===== src/fpe_defs.svh =====
// Offsets, field positions, reset values and timing counts of the frequency element
`ifndef FPE_DEFS_SVH
`define FPE_DEFS_SVH
`define FPE_ADDR_VBLOCK 8'h00
`define FPE_ADDR_WIN 8'h04
`define FPE_ADDR_STATUS 8'h08
`define FPE_ADDR_FREQ 8'h0C
`define FPE_ADDR_ELEM_BASE 8'h10
`define FPE_ELEM_STRIDE 8'h10
`define FPE_SUB_CFG 4'h0
`define FPE_SUB_FTHR 4'h4
`define FPE_SUB_GTHR 4'h8
`define FPE_WIN_MEAS_LSB 0
`define FPE_WIN_FSTAB_LSB 8
`define FPE_WIN_GSTAB_LSB 16
`define FPE_CFG_MODE_LSB 0
`define FPE_CFG_DIR_LSB 4
`define FPE_CFG_DELAY_LSB 16
`define FPE_VBLOCK_RST 16'h0100
`define FPE_WIN_MIN 4'h2
`define FPE_WIN_MAX 4'hA
`define FPE_FSTAB_RST 4'h3
`define FPE_GSTAB_RST 4'h1
`define FPE_NELEM 6
`define FPE_NPH 3
`define FPE_CLK_MHZ 250
`define FPE_BLK_HOLD_MS 500
`define FPE_FZERO_HOLD_MS 300
`define FPE_MS_CYC 250000
`endif


===== src/fpe_pkg.sv =====
// Types shared by the frequency protection element
package fpe_pkg;
  typedef enum logic [2:0] {
    FPE_UNDERFREQ_MODE = 3'h0,
    FPE_OVERFREQ_MODE = 3'h1,
    FPE_GRADIENT_MODE = 3'h2,
    FPE_UNDERFREQ_WITH_GRADIENT_MODE = 3'h3,
    FPE_OVERFREQ_WITH_GRADIENT_MODE = 3'h4
  } fpe_mode_t;

  typedef enum logic [1:0] {
    FPE_DIR_POS = 2'h0,
    FPE_DIR_NEG = 2'h1,
    FPE_DIR_ABS = 2'h2
  } fpe_dir_t;

  // Values from the measuring front end, one lane per phase-to-phase voltage
  typedef struct packed {
    logic [2:0][15:0] freq_raw;
    logic [2:0] zero_cross;
    logic [15:0] line_voltage_ab;
    logic [15:0] line_voltage_bc;
    logic [15:0] line_voltage_ca;
  } fpe_meas_t;

  typedef struct packed {
    logic [2:0] mode;
    logic [1:0] dir;
    logic [15:0] delay_ms;
    logic [15:0] freq_thr;
    logic signed [16:0] grad_thr;
  } fpe_cfg_t;
endpackage : fpe_pkg


===== src/fpe_top.sv =====
// Six frequency protection elements with shared measurement, blocking and registers
//
// Summary of operation
// - Underfrequency: alarm as soon as frequency falls below pickup threshold.
// - Underfrequency: trip only if frequency stays below threshold for whole delay.
// - Overfrequency: alarm as soon as frequency rises above pickup threshold.
// - Overfrequency: trip only if frequency stays above threshold until delay ends.
// - Block frequency evaluation while all three line voltages are below threshold.
// - Alarm needs pickup in some phase and no blocking; alarm starts timer.
// - On timer expiry trip only if pickup still holds.
// - Gradient computed each voltage period, refreshed at every zero crossing.
// - Gradient window set in whole nominal periods, 2 to 10.
// - Gradient taken from raw frequency, before averaging and stabilising.
// - Separate stabilising window, in rated cycles, filters gradient fluctuations.
// - Gradient is signed: positive when rising, negative when falling.
// - Direction setting picks rising only, falling only, or both magnitudes.
// - Gradient mode: alarm on threshold crossing, trip if it persists to delay end.
// - Combined modes: alarm needs frequency and gradient pickup in same phase.
// - Combined modes: trip needs both conditions still true at expiry.
// - Blocking stays active at least 0.5 s after voltages recover.
// - Reported frequency held at zero at least 0.3 s after recovery.
// - Six independent elements, each with its own operating mode.
`timescale 1ns/1ps
`include "fpe_defs.svh"

module fpe_top #(
  parameter int unsigned BLK_HOLD_CYC = `FPE_BLK_HOLD_MS * 1000 * `FPE_CLK_MHZ,
  parameter int unsigned FZERO_HOLD_CYC = `FPE_FZERO_HOLD_MS * 1000 * `FPE_CLK_MHZ,
  parameter int unsigned MS_CYC = `FPE_MS_CYC
) (
  input wire logic mclk,
  input wire logic reset_n,
  input wire fpe_pkg::fpe_meas_t meas,
  input wire logic [5:0] ext_block,
  input wire logic [7:0] addr,
  input wire logic [31:0] wdata,
  input wire logic wr,
  input wire logic rd,
  output logic [31:0] rdata,
  output logic [5:0] alarm,
  output logic [5:0] trip,
  output logic freq_blocked
);

  ////////////////////////////////////////////////////////////////////////////
  // Helper functions

  // Keeps the gradient window inside its legal span of periods
  function automatic logic [3:0] fpe_clamp_win(input logic [3:0] w);
    if (w < `FPE_WIN_MIN) begin
      return `FPE_WIN_MIN;
    end else if (w > `FPE_WIN_MAX) begin
      return `FPE_WIN_MAX;
    end
    return w;
  endfunction : fpe_clamp_win

  // Gradient pickup in the selected direction
  function automatic logic fpe_grad_pick(input logic signed [16:0] g,
                                         input logic signed [16:0] thr,
                                         input logic [1:0] dir);
    logic signed [16:0] neg_g;
    neg_g = -g;
    case (dir)
      fpe_pkg::FPE_DIR_POS: return g > thr;
      fpe_pkg::FPE_DIR_NEG: return neg_g > thr;
      default: return (g > thr) || (neg_g > thr);
    endcase
  endfunction : fpe_grad_pick

  // Delay has fully run once ticks pass the setting: the first tick may fall anywhere
  // in the first millisecond, so one extra tick keeps the trip from coming early.
  // A zero delay trips at once.
  function automatic logic fpe_delay_done(input logic [16:0] ticks,
                                          input logic [15:0] delay);
    return (delay == 16'h0000) || (ticks > {1'b0, delay});
  endfunction : fpe_delay_done

  ////////////////////////////////////////////////////////////////////////////
  // Registers

  // Register map, byte addresses, 32-bit words only:
  //   0x00  undervoltage threshold [15:0]
  //   0x04  gradient windows: measure [3:0], frequency stabilising [11:8],
  //         gradient stabilising [19:16]; the measure window is clamped on write
  //   0x08  status, read only: alarm [5:0], trip [13:8], blocked [16]
  //   0x0C  phase ab frequency as the elements see it, read only
  //   0x10 + 0x10 * i, element i = 0..5:
  //         +0 mode [2:0], direction [5:4], trip delay in ms [31:16]
  //         +4 frequency threshold [15:0]
  //         +8 gradient threshold magnitude [15:0]
  // Slots 6 and 7 and all unmapped words read as zero and ignore writes.
  // The frequency stabilising window is stored only; nothing filters the
  // frequency here, so a user who widens it sees no change in timing.
  // Modes 5 to 7 never pick up, so a stray mode write leaves an element idle.

  logic [15:0] vblock_r;
  logic [3:0] gradient_measure_window_r;
  logic [3:0] gradient_freq_stab_window_r;
  logic [3:0] gradient_stab_window_r;
  fpe_pkg::fpe_cfg_t cfg_r [`FPE_NELEM];
  logic [7:0] eoff;
  logic [2:0] eidx;
  logic [3:0] esub;
  logic ehit;

  // Element window decode, shared by write and read paths
  always_comb begin
    eoff = addr - `FPE_ADDR_ELEM_BASE;
    eidx = eoff[6:4];
    esub = eoff[3:0];
    // Bit 7 set means slot 8 or above, which must not alias onto slot 0
    ehit = (addr >= `FPE_ADDR_ELEM_BASE) && !eoff[7] && (eidx < 3'(`FPE_NELEM));
  end

  // Software writes; the window write is clamped so a bad value never reaches the history
  always_ff @(posedge mclk or negedge reset_n) begin
    if (!reset_n) begin
      vblock_r <= `FPE_VBLOCK_RST;
      gradient_measure_window_r <= `FPE_WIN_MIN;
      gradient_freq_stab_window_r <= `FPE_FSTAB_RST;
      gradient_stab_window_r <= `FPE_GSTAB_RST;
      for (int i = 0; i < `FPE_NELEM; i++) begin
        cfg_r[i] <= '0;
      end
    end else if (wr) begin
      if (addr == `FPE_ADDR_VBLOCK) begin
        vblock_r <= wdata[15:0];
      end
      if (addr == `FPE_ADDR_WIN) begin
        gradient_measure_window_r <= fpe_clamp_win(wdata[`FPE_WIN_MEAS_LSB +: 4]);
        gradient_freq_stab_window_r <= wdata[`FPE_WIN_FSTAB_LSB +: 4];
        gradient_stab_window_r <= wdata[`FPE_WIN_GSTAB_LSB +: 4];
      end
      if (ehit && esub == `FPE_SUB_CFG) begin
        cfg_r[eidx].mode <= wdata[`FPE_CFG_MODE_LSB +: 3];
        cfg_r[eidx].dir <= wdata[`FPE_CFG_DIR_LSB +: 2];
        cfg_r[eidx].delay_ms <= wdata[`FPE_CFG_DELAY_LSB +: 16];
      end
      if (ehit && esub == `FPE_SUB_FTHR) begin
        cfg_r[eidx].freq_thr <= wdata[15:0];
      end
      if (ehit && esub == `FPE_SUB_GTHR) begin
        cfg_r[eidx].grad_thr <= {1'b0, wdata[15:0]};
      end
    end
  end

  ////////////////////////////////////////////////////////////////////////////
  // Undervoltage blocking with hold after recovery

  logic uv_now;
  logic [26:0] rec_cnt_r;
  logic blocked_r;
  logic fzero_r;

  assign uv_now = (meas.line_voltage_ab < vblock_r) && (meas.line_voltage_bc < vblock_r) &&
                  (meas.line_voltage_ca < vblock_r);

  // Counts from recovery; saturates so it cannot wrap back into a block
  always_ff @(posedge mclk or negedge reset_n) begin
    if (!reset_n) begin
      rec_cnt_r <= '0;
    end else if (uv_now) begin
      rec_cnt_r <= '0;
    end else if (rec_cnt_r != 27'(BLK_HOLD_CYC)) begin
      rec_cnt_r <= rec_cnt_r + 27'h0000001;
    end
  end

  // Block and frequency-zero flags; both start asserted since nothing is measured yet
  always_ff @(posedge mclk or negedge reset_n) begin
    if (!reset_n) begin
      blocked_r <= 1'b1;
      fzero_r <= 1'b1;
    end else begin
      blocked_r <= uv_now || (rec_cnt_r < 27'(BLK_HOLD_CYC));
      fzero_r <= uv_now || (rec_cnt_r < 27'(FZERO_HOLD_CYC));
    end
  end

  assign freq_blocked = blocked_r;

  ////////////////////////////////////////////////////////////////////////////
  // Gradient per phase

  logic [15:0] hist_r [`FPE_NPH][10];
  logic signed [16:0] grad_raw_r [`FPE_NPH];
  logic [3:0] stab_cnt_r [`FPE_NPH];
  logic signed [16:0] grad_use [`FPE_NPH];
  logic [15:0] freq_use [`FPE_NPH];

  // At each zero crossing, difference against the sample one window back
  always_ff @(posedge mclk or negedge reset_n) begin
    if (!reset_n) begin
      for (int p = 0; p < `FPE_NPH; p++) begin
        grad_raw_r[p] <= '0;
        stab_cnt_r[p] <= '0;
        for (int k = 0; k < 10; k++) begin
          hist_r[p][k] <= '0;
        end
      end
    end else begin
      for (int p = 0; p < `FPE_NPH; p++) begin
        if (meas.zero_cross[p]) begin
          hist_r[p][0] <= meas.freq_raw[p];
          for (int k = 1; k < 10; k++) begin
            hist_r[p][k] <= hist_r[p][k-1];
          end
          grad_raw_r[p] <= $signed({1'b0, meas.freq_raw[p]}) -
                           $signed({1'b0, hist_r[p][gradient_measure_window_r - 4'h1]});
          // Sign flips restart the stabilising count at 1, so with a window above 1 a one-period gradient of flipped sign never reaches pickup
          if ((grad_raw_r[p][16] == (meas.freq_raw[p] < hist_r[p][gradient_measure_window_r
              - 4'h1])) && stab_cnt_r[p] != 4'hF) begin
            stab_cnt_r[p] <= stab_cnt_r[p] + 4'h1;
          end else begin
            stab_cnt_r[p] <= 4'h1;
          end
        end
      end
    end
  end

  // Values seen by the elements; frequency forced to zero while zero hold runs, gradient while blocking or not yet stable
  always_comb begin
    for (int p = 0; p < `FPE_NPH; p++) begin
      freq_use[p] = fzero_r ? 16'h0000 : meas.freq_raw[p];
      grad_use[p] = (blocked_r || stab_cnt_r[p] < gradient_stab_window_r) ? 17'h00000 :
                    grad_raw_r[p];
    end
  end

  ////////////////////////////////////////////////////////////////////////////
  // Pickup decision per element

  logic [5:0] pick;

  // A phase with zero frequency never gives frequency pickup; its gradient can still pick up
  always_comb begin
    logic fu;
    logic fo;
    logic gp;
    fu = 1'b0;
    fo = 1'b0;
    gp = 1'b0;
    for (int i = 0; i < `FPE_NELEM; i++) begin
      pick[i] = 1'b0;
      for (int p = 0; p < `FPE_NPH; p++) begin
        fu = (freq_use[p] != 16'h0000) && (freq_use[p] < cfg_r[i].freq_thr);
        fo = (freq_use[p] != 16'h0000) && (freq_use[p] > cfg_r[i].freq_thr);
        gp = fpe_grad_pick(grad_use[p], cfg_r[i].grad_thr, cfg_r[i].dir);
        case (cfg_r[i].mode)
          fpe_pkg::FPE_UNDERFREQ_MODE: pick[i] = pick[i] | fu;
          fpe_pkg::FPE_OVERFREQ_MODE: pick[i] = pick[i] | fo;
          fpe_pkg::FPE_GRADIENT_MODE: pick[i] = pick[i] | gp;
          fpe_pkg::FPE_UNDERFREQ_WITH_GRADIENT_MODE: pick[i] = pick[i] | (fu & gp);
          fpe_pkg::FPE_OVERFREQ_WITH_GRADIENT_MODE: pick[i] = pick[i] | (fo & gp);
          default: pick[i] = pick[i];
        endcase
      end
      pick[i] = pick[i] & ~blocked_r & ~ext_block[i];
    end
  end

  ////////////////////////////////////////////////////////////////////////////
  // Millisecond tick and trip delay timers

  logic [17:0] ms_cnt_r;
  logic ms_tick_r;
  logic [16:0] timer_r [`FPE_NELEM];

  // Free-running tick; the delay is thus accurate to one millisecond, traded for small counters
  always_ff @(posedge mclk or negedge reset_n) begin
    if (!reset_n) begin
      ms_cnt_r <= '0;
      ms_tick_r <= 1'b0;
    end else begin
      ms_tick_r <= (ms_cnt_r == 18'(MS_CYC - 1));
      ms_cnt_r <= (ms_cnt_r == 18'(MS_CYC - 1)) ? 18'h00000 : ms_cnt_r + 18'h00001;
    end
  end

  // Alarm follows pickup; timer runs while alarm stands and clears with it
  always_ff @(posedge mclk or negedge reset_n) begin
    if (!reset_n) begin
      alarm <= '0;
      trip <= '0;
      for (int i = 0; i < `FPE_NELEM; i++) begin
        timer_r[i] <= '0;
      end
    end else begin
      for (int i = 0; i < `FPE_NELEM; i++) begin
        if (!pick[i]) begin
          alarm[i] <= 1'b0;
          trip[i] <= 1'b0;
          timer_r[i] <= '0;
        end else begin
          alarm[i] <= 1'b1;
          // Timer parks once done, so a delay lowered mid-run still ends in a trip
          if (alarm[i] && ms_tick_r && !fpe_delay_done(timer_r[i], cfg_r[i].delay_ms)) begin
            timer_r[i] <= timer_r[i] + 17'h00001;
          end
          // Pickup is rechecked here, so a trip needs the condition at expiry
          if (alarm[i] && fpe_delay_done(timer_r[i], cfg_r[i].delay_ms)) begin
            trip[i] <= 1'b1;
          end
        end
      end
    end
  end

  ////////////////////////////////////////////////////////////////////////////
  // Read path; unmapped addresses read as zero

  always_ff @(posedge mclk or negedge reset_n) begin
    if (!reset_n) begin
      rdata <= '0;
    end else begin
      rdata <= 32'h00000000;
      if (rd) begin
        if (addr == `FPE_ADDR_VBLOCK) begin
          rdata <= {16'h0000, vblock_r};
        end else if (addr == `FPE_ADDR_WIN) begin
          rdata <= {12'h000, gradient_stab_window_r, 4'h0, gradient_freq_stab_window_r,
                    4'h0, gradient_measure_window_r};
        end else if (addr == `FPE_ADDR_STATUS) begin
          rdata <= {15'h0000, blocked_r, 2'h0, trip, 2'h0, alarm};
        end else if (addr == `FPE_ADDR_FREQ) begin
          rdata <= {16'h0000, freq_use[0]};
        end else if (ehit && esub == `FPE_SUB_CFG) begin
          rdata <= {cfg_r[eidx].delay_ms, 10'h000, cfg_r[eidx].dir, 1'b0, cfg_r[eidx].mode};
        end else if (ehit && esub == `FPE_SUB_FTHR) begin
          rdata <= {16'h0000, cfg_r[eidx].freq_thr};
        end else if (ehit && esub == `FPE_SUB_GTHR) begin
          rdata <= {16'h0000, cfg_r[eidx].grad_thr[15:0]};
        end
      end
    end
  end

endmodule : fpe_top


===== config.mk =====
export PLATFORM = sky130hd
export DESIGN_NAME = fpe_top
export DESIGN_NICKNAME = d
export VERILOG_FILES = /design/src/fpe_pkg.sv /design/src/fpe_top.sv
export VERILOG_INCLUDE_DIRS = /design/src /design/src/src
export SDC_FILE = /design/constraint.sdc
export NUM_CORES = 2
export LEC_CHECK = 0
export BUFFER_PORTS_ARGS = -buffer_cell sky130_fd_sc_hd__clkbuf_2
export CELL_PAD_IN_SITES_DETAIL_PLACEMENT = 1
export CELL_PAD_IN_SITES_GLOBAL_PLACEMENT = 2
export CORE_MARGIN = 5
export CORE_UTILIZATION = 42
export CTS_BUF_LIST = sky130_fd_sc_hd__clkbuf_16
export CTS_CLUSTER_DIAMETER = 120
export DETAILED_ROUTE_END_ITERATION = 10
export PLACE_DENSITY = 0.83
export SYNTH_ARGS = -nofsm -noshare
export SYNTH_HDL_FRONTEND = slang
export SYNTH_SLANG_ARGS = --single-unit

===== constraint.sdc =====
create_clock -name mclk -period 7 [get_ports mclk]
set_clock_uncertainty 0.15 [all_clocks]
set_input_delay 1.4 -clock mclk [delete_from_list [all_inputs] [get_ports mclk]]
set_output_delay 1.4 -clock mclk [all_outputs]
set_load 0.05 [all_outputs]

# --- Word level (Yosys, flattened, before mapping) ---
# Index checks and enable logic that the tools add are counted.
totals:
  word_cells: 628
  out_inout_bits: 45
  inputBits: 149
  register_bits: 1089
op_classes:
  eq_ne: 55
  bitwise: 117
  muxes: 125
  add_sub_neg: 19
  n_reduce_logical: 127
  order_cmp: 96
op_table:
  columns: ["op", "count"]
  rows:
  - ["$bwmux 324", 5]
  - ["$mux 324", 5]
  - ["$demux 54 s3", 5]
  - ["$gt 17x17->1", 36]
  - ["$lt 16x16->1", 24]
  - ["$gt 16x16->1", 18]
  - ["$mux 17", 16]
  - ["$bmux 16 s4", 3]
  - ["$mux 32", 6]
  - ["$mux 16", 11]
  - ["$bmux 54 s3", 1]
  - ["$mux 54", 3]
  - ["$add 17x1->17 const B", 6]
  - ["$gt 17x16->1", 6]
  - ["$logic_not 16->1", 6]
  - ["$pmux 1 s5", 18]
  - ["$logic_and 1x1->1", 65]
  - ["$or 1x1->1", 60]
  - ["$lt 27x27->1 const B", 2]
  - ["$mux 27", 2]
  - ["$mux 51", 1]
  - ["$neg 17->17", 3]
  - ["$sub 16x16->17", 3]
  - ["$mux 49", 1]
  - ["other kinds (44)", 233]

# --- Depth between registers and ports, before layout ---
logic_depth:
  ltp_word: 16
  mapped_depth: 24
  ltp_nobuf: 21

# --- Worst setup path after synthesis ---
# No wires, ideal clock.
synth_timing:
  path_type: "register -> register"
  from: "register gradient_measure_window_r[0]"
  to: "register grad_raw_r[31] (netlist bit)"
  arrival_time_ns: 5.416
  setup_slack_ns: 1.309
  setup_ns: 0.125
  t_required_ns: 6.725
  period_less_slack_ns: 5.691
  path_stages_with_launch: 22
  path_buffers: 6
  cell_sequence: "dfrtp_1 > clkbuf_1 > buf_1 > clkbuf_1 > inv_1 > ha_1 > clkbuf_1 > clkbuf_1 > clkbuf_1 > mux4_2 > mux2_2 > a21oi_1 > ha_1 > nor2b_1 > o21ai_0 > a21oi_1 > o21a_1 > o41ai_1 > o2111ai_1 > a41oi_1 > xnor2_1 > mux2_2"
synth_between:
  elab_chain_cells: 6
synth_rtl:
  columns: ["element", "line", "rtl"]
  rows:
  - ["start, declared", "fpe_top.sv:98", "logic [3:0] gradient_measure_window_r;"]
  - ["start signal, assigned", "fpe_top.sv:120", "gradient_measure_window_r <= `FPE_WIN_MIN;"]
  - ["start signal, assigned", "fpe_top.sv:131", "gradient_measure_window_r <= fpe_clamp_win(wdata[`FPE_WIN_MEAS_LSB +: 4]);"]
  - ["$sub 4x1->4", "fpe_top.sv:211", "$signed({1'b0, hist_r[p][gradient_measure_window_r - 4'h1]});"]
  - ["$not 4->5 (not written as such)", "fpe_top.sv:211", null]
  - ["$bmux 16 s4", "fpe_top.sv:211", null]
  - ["$mux 16 (not written as such) (2 in a row)", "fpe_top.sv:211", null]
  - ["$sub 16x16->17", "fpe_top.sv:210", "grad_raw_r[p] <= $signed({1'b0, meas.freq_raw[p]}) -"]
  - ["end signal, assigned by index", "fpe_top.sv:210", null]
  - ["end, declared", "fpe_top.sv:188", "logic signed [16:0] grad_raw_r [`FPE_NPH];"]
# No other way between the ends. The select of a mux whose other input is x is not followed.
# A chain may end at the register's enable or synchronous reset.

# --- Worst setup path in the final report ---
layout_timing:
  from: "register gradient_stab_window_r[1]"
  to: "register timer_r[48] (netlist bit)"
layout_between:
  elab_chain_cells: 16
  elab_cells_between_ends: 47
  cone_classes: "add/sub (3); order compare (9); eq/ne (1); mux (10); bitwise (18); reduce/logical (6)"
layout_rtl:
  columns: ["element", "line", "rtl"]
  rows:
  - ["start, declared", "fpe_top.sv:100", "logic [3:0] gradient_stab_window_r;"]
  - ["start signal, assigned", "fpe_top.sv:122", "gradient_stab_window_r <= `FPE_GSTAB_RST;"]
  - ["start signal, assigned", "fpe_top.sv:133", "gradient_stab_window_r <= wdata[`FPE_WIN_GSTAB_LSB +: 4];"]
  - ["$lt 4x4->1", "fpe_top.sv:228", "grad_use[p] = (blocked_r || stab_cnt_r[p] < gradient_stab_window_r) ? 17'h00000 :"]
  - ["$logic_or 1x1->1", "fpe_top.sv:228", null]
  - ["$mux 17", "fpe_top.sv:228", null]
  - ["$neg 17->17", "fpe_top.sv:63", "neg_g = -g;"]
  - ["$gt 17x17->1", "fpe_top.sv:66, fpe_top.sv:67", null]
  - ["$logic_or 1x1->1", "fpe_top.sv:67", "default: return (g > thr) || (neg_g > thr);"]
  - ["$pmux 1 s2", "fpe_top.sv:64", "case (dir)"]
  - ["$and 1x1->1 (on tied branches)", "fpe_top.sv:257, fpe_top.sv:256", null]
  - ["$pmux 1 s5", "fpe_top.sv:252", "case (cfg_r[i].mode)"]
  - ["$or 1x1->1 (on tied branches)", null, null]
  - ["$pmux 1 s5", "fpe_top.sv:252", null]
  - ["$or 1x1->1 (on tied branches)", null, null]
  - ["$pmux 1 s5 *", "fpe_top.sv:252", null]
  - ["$and 1x1->1 * (2 in a row)", "fpe_top.sv:261", "pick[i] = pick[i] & ~blocked_r & ~ext_block[i];"]
  - ["$ne 2x1->1 (no source line) / $mux 17 (equally long branches)", null, null]
  - ["end signal, assigned by index", "fpe_top.sv:301", "timer_r[i] <= timer_r[i] + 17'h00001;"]
  - ["end, declared", "fpe_top.sv:270", "logic [16:0] timer_r [`FPE_NELEM];"]
# Mark *: on every way between the ends. The rest lies on a longest branch, timed or not.

==> qor.txt <==
Max Fclk - 152.6 MHz
post-detailed-route count of antenna-violating nets - 0
net count after synthesis - 8954
total congestion overflow - 0
launching element type of the critical path - flip-flop
number of max-cap violations - 0
CTS H-tree depth - 4
synthesis-to-layout area growth - 11.94%
sum of net half-perimeters after detailed placement - 248.0 mm
Setup-failing EPs final - 0
area of the die - 191200 um^2
Syn Inst Count - 7740
commonest cells after routing, fill and taps aside - sky130_fd_sc_hd__dfrtp_1, sky130_fd_sc_hd__ha_1, sky130_fd_sc_hd__mux2_2
Bufs on Longest Clock Path - 3
sink count of the clock tree - 1083
TritonCTS clock tree - yes
total area of sequential cells - 27110 um^2
share of Yosys cell area claimed by the top area cell type - 0.3512
status - completed
Netlist cell types - 98
worst flop-to-flop path startpoint - gradient_stab_window_r[1]
ratio of cells with drive above 1 in the final layout - 0.1754
clock buffers created by TritonCTS - 132
placement-stage cell area - 81390 um^2
critical path startpoint - gradient_stab_window_r[1]
sequential element share of the synthesized area - 0.3536
number of vias per cell after detailed routing - 6.329
Total Negative Setup Slacks - 0 ns
first-iteration detailed-routing DRC count - 5635
leading cell types by total area after synthesis - sky130_fd_sc_hd__dfrtp_1, sky130_fd_sc_hd__ha_1, sky130_fd_sc_hd__mux2_2, sky130_fd_sc_hd__o21ai_0, sky130_fd_sc_hd__nand2_1
fraction of the core area covered by cells at the end of the flow - 0.4738
number of nets in the layout - 9184
count of boundary I/O pins - 194
Final GP Congestion - 1.009
die boundary height - 437.2 um
Die W - 437.2 um
FFs w/ async S/R, synth - 1.000
hold wc startpoint - ms_cnt_r[0]
Setup crit end kind - flip-flop
endpoints failing hold - 0
Port Buf Inserts - 193
number of warning messages in the yosys log - 0
number of optimization iterations in the first detailed-route pass - 6
gr usage total - 0.3380
Worst EP required - 7.54 ns
clock edge transition at the registers on the reported setup and hold paths - 0.06 ns
number of antenna violations at the first check in global routing - 35
max_slew headroom - 0.03899
total core area - 181100 um^2
leakage component of the power - 41.47 nW
total of flip-flops plus latches after synthesis - 1083
most area-hungry cell type in the Yosys netlist - sky130_fd_sc_hd__dfrtp_1
crit-path max FO - 19
unrepaired setup endpoints after global routing - false
Std-Cell Rows - 156
Most used DFF post-synth - sky130_fd_sc_hd__dfrtp_1
data arrival time of the critical path - 7.09 ns
Power Density - 238.0 nW/um^2
Pins Over Slew Limit - 0
detailed-route via count - 66195
area of the multi-input gates - 46960 um^2
Setup Fix Bufs, Post-CTS - 0
hold-fix buffer count after cts - 0
mean instance size in the synthesized netlist - 9.904 um^2
netlist area before placement - 76660 um^2
drt wl/cell - 31.60 um
EDFF count, synth - 0
Tightest Pin Transition - 1.423 ns
cell area after layout - 85810 um^2
type of the worst setup path - reg2reg
most frequent standard cell in the layout excluding fill and tap cells - sky130_fd_sc_hd__dfrtp_1
vias in the first global route - 67600
first-pass GRT wire length - 476.9 mm
maximum number of pins on one net before global-route repair - 158
Final Routed Wirelength - 330.6 mm
worst-case vdd ir drop - 0.0002338 V
CTS root buf - sky130_fd_sc_hd__clkbuf_16
hold crit path type - reg2reg
number of gates resized after cts - 0
FILL cells - 20110
number of design rule violations left after detail routing - 0
starting density of the core - 0.4232
clk_lat worst skew - 0.82 ns
crit share post-route - 0.9362
final worst path period need - 6.553 ns
## layer usage
| metal | GRT usage | vias up | share of wire |
|---|---|---|---|
| li1 | - | 29130 | - |
| met1 | 0.4585 | 33979 | 0.43 |
| met2 | 0.5142 | 2378 | 0.43 |
| met3 | 0.06714 | 698 | 0.073 |
| met4 | 0.1706 | 10 | 0.060 |
| met5 | 0.002268 | - | 0.00034 |
## synthesized netlist by cell type, drive strengths merged (139+ instances only)
master	n
a21o	154
nor2b	146
ha	1062
mux2	631
nand2	590
nor3	181
nor2	446
clkbuf	269
a21oi	427
o21ai	522
nand3	139
dfrtp	1076
inv	400
nand4	188
## state kept, by name (all words and copies together), names as in the netlist, 6 cells and up
signal / flops
stab_cnt_r: 12
rdata: 32
hist_r: 480
vblock_r: 16
grad_raw_r: 51
alarm: 6
timer_r: 102
cfg_r: 318
trip: 6
ms_cnt_r: 18
rec_cnt_r: 27
## critical path: stages, from the launching register on
cell	delay (ns)
sky130_fd_sc_hd__dfrtp_1	0.40
sky130_fd_sc_hd__inv_1	0.20
sky130_fd_sc_hd__ha_1	0.28
sky130_fd_sc_hd__a211oi_1	0.31
sky130_fd_sc_hd__o21ba_2	0.37
sky130_fd_sc_hd__nor2_1	0.10
sky130_fd_sc_hd__buf_4	0.22
sky130_fd_sc_hd__nand2_1	0.11
sky130_fd_sc_hd__ha_1	0.32
sky130_fd_sc_hd__inv_1	0.18
sky130_fd_sc_hd__nor3_1	0.66
sky130_fd_sc_hd__a31oi_1	0.17
sky130_fd_sc_hd__o21ai_0	0.11
sky130_fd_sc_hd__buf_4	0.22
sky130_fd_sc_hd__ha_1	0.27
sky130_fd_sc_hd__a21o_1	0.18
sky130_fd_sc_hd__a21oi_1	0.15
sky130_fd_sc_hd__nor2b_1	0.06
sky130_fd_sc_hd__a2111oi_0	0.42
sky130_fd_sc_hd__o211ai_1	0.14
sky130_fd_sc_hd__a32oi_1	0.22
sky130_fd_sc_hd__buf_4	0.22
sky130_fd_sc_hd__o221ai_2	0.14
sky130_fd_sc_hd__o31ai_4	0.43
sky130_fd_sc_hd__buf_4	0.31
sky130_fd_sc_hd__nor2_1	0.09
## area by class of cell
type	count	share of cell area
flip-flops and latches	1083	0.3160
clock buffers	132	0.03849
diodes	14	0.0004083
repair buffers	417	0.03311
well taps	2370	0.03456
inverters	401	0.01754
multi-input cells	5935	0.5473
clock inverters	107	0.01264
## report_power, final
part           internal, mW  switching (mW)
clock                  3.92            3.07
combinational          2.02            2.74
sequential             7.46            1.21
total                  13.4            7.02
## worst paths after layout
path	to	slack (ns)	cells after the start
setup / recovery	timer_r[48]	0.45	25
hold / removal	ms_cnt_r[0]	0.31	1
setup reg to reg	timer_r[48]	0.45	25
hold reg to reg	ms_cnt_r[0]	0.31	1
max in group asynchronous	gradient_measure_window_r[0]	4.65	2
min in group asynchronous	rdata[24]	0.42	1
## through the flow
stage	hold WS, ns	cells	setup slack [ns]	power [mW]
after floorplan	0.2751	7740	1.309	11.17
after global placement	0.2955	10206	0.7843	13.03
after detailed placement	0.2975	10206	0.6225	13.37
after CTS	0.3160	10445	0.5914	20.46
after global routing	0.3248	10446	0.1702	21.30
final	0.3090	10459	0.4466	20.42
## kinds of logic after synthesis
kind of cell / Yosys count / share of synthesized area
AOI/OAI and AO/OA: 1777 / 0.1468
buffers and inverters: 722 / 0.03579
adders and majority gates: 1065 / 0.1741
DFF: 1083 / 0.3536
muxes: 838 / 0.1357
xor gates and xnor gates: 181 / 0.02068
and+or+nand+nor: 2074 / 0.1332
No activity file was read; power rests on OpenSTA's default activity.
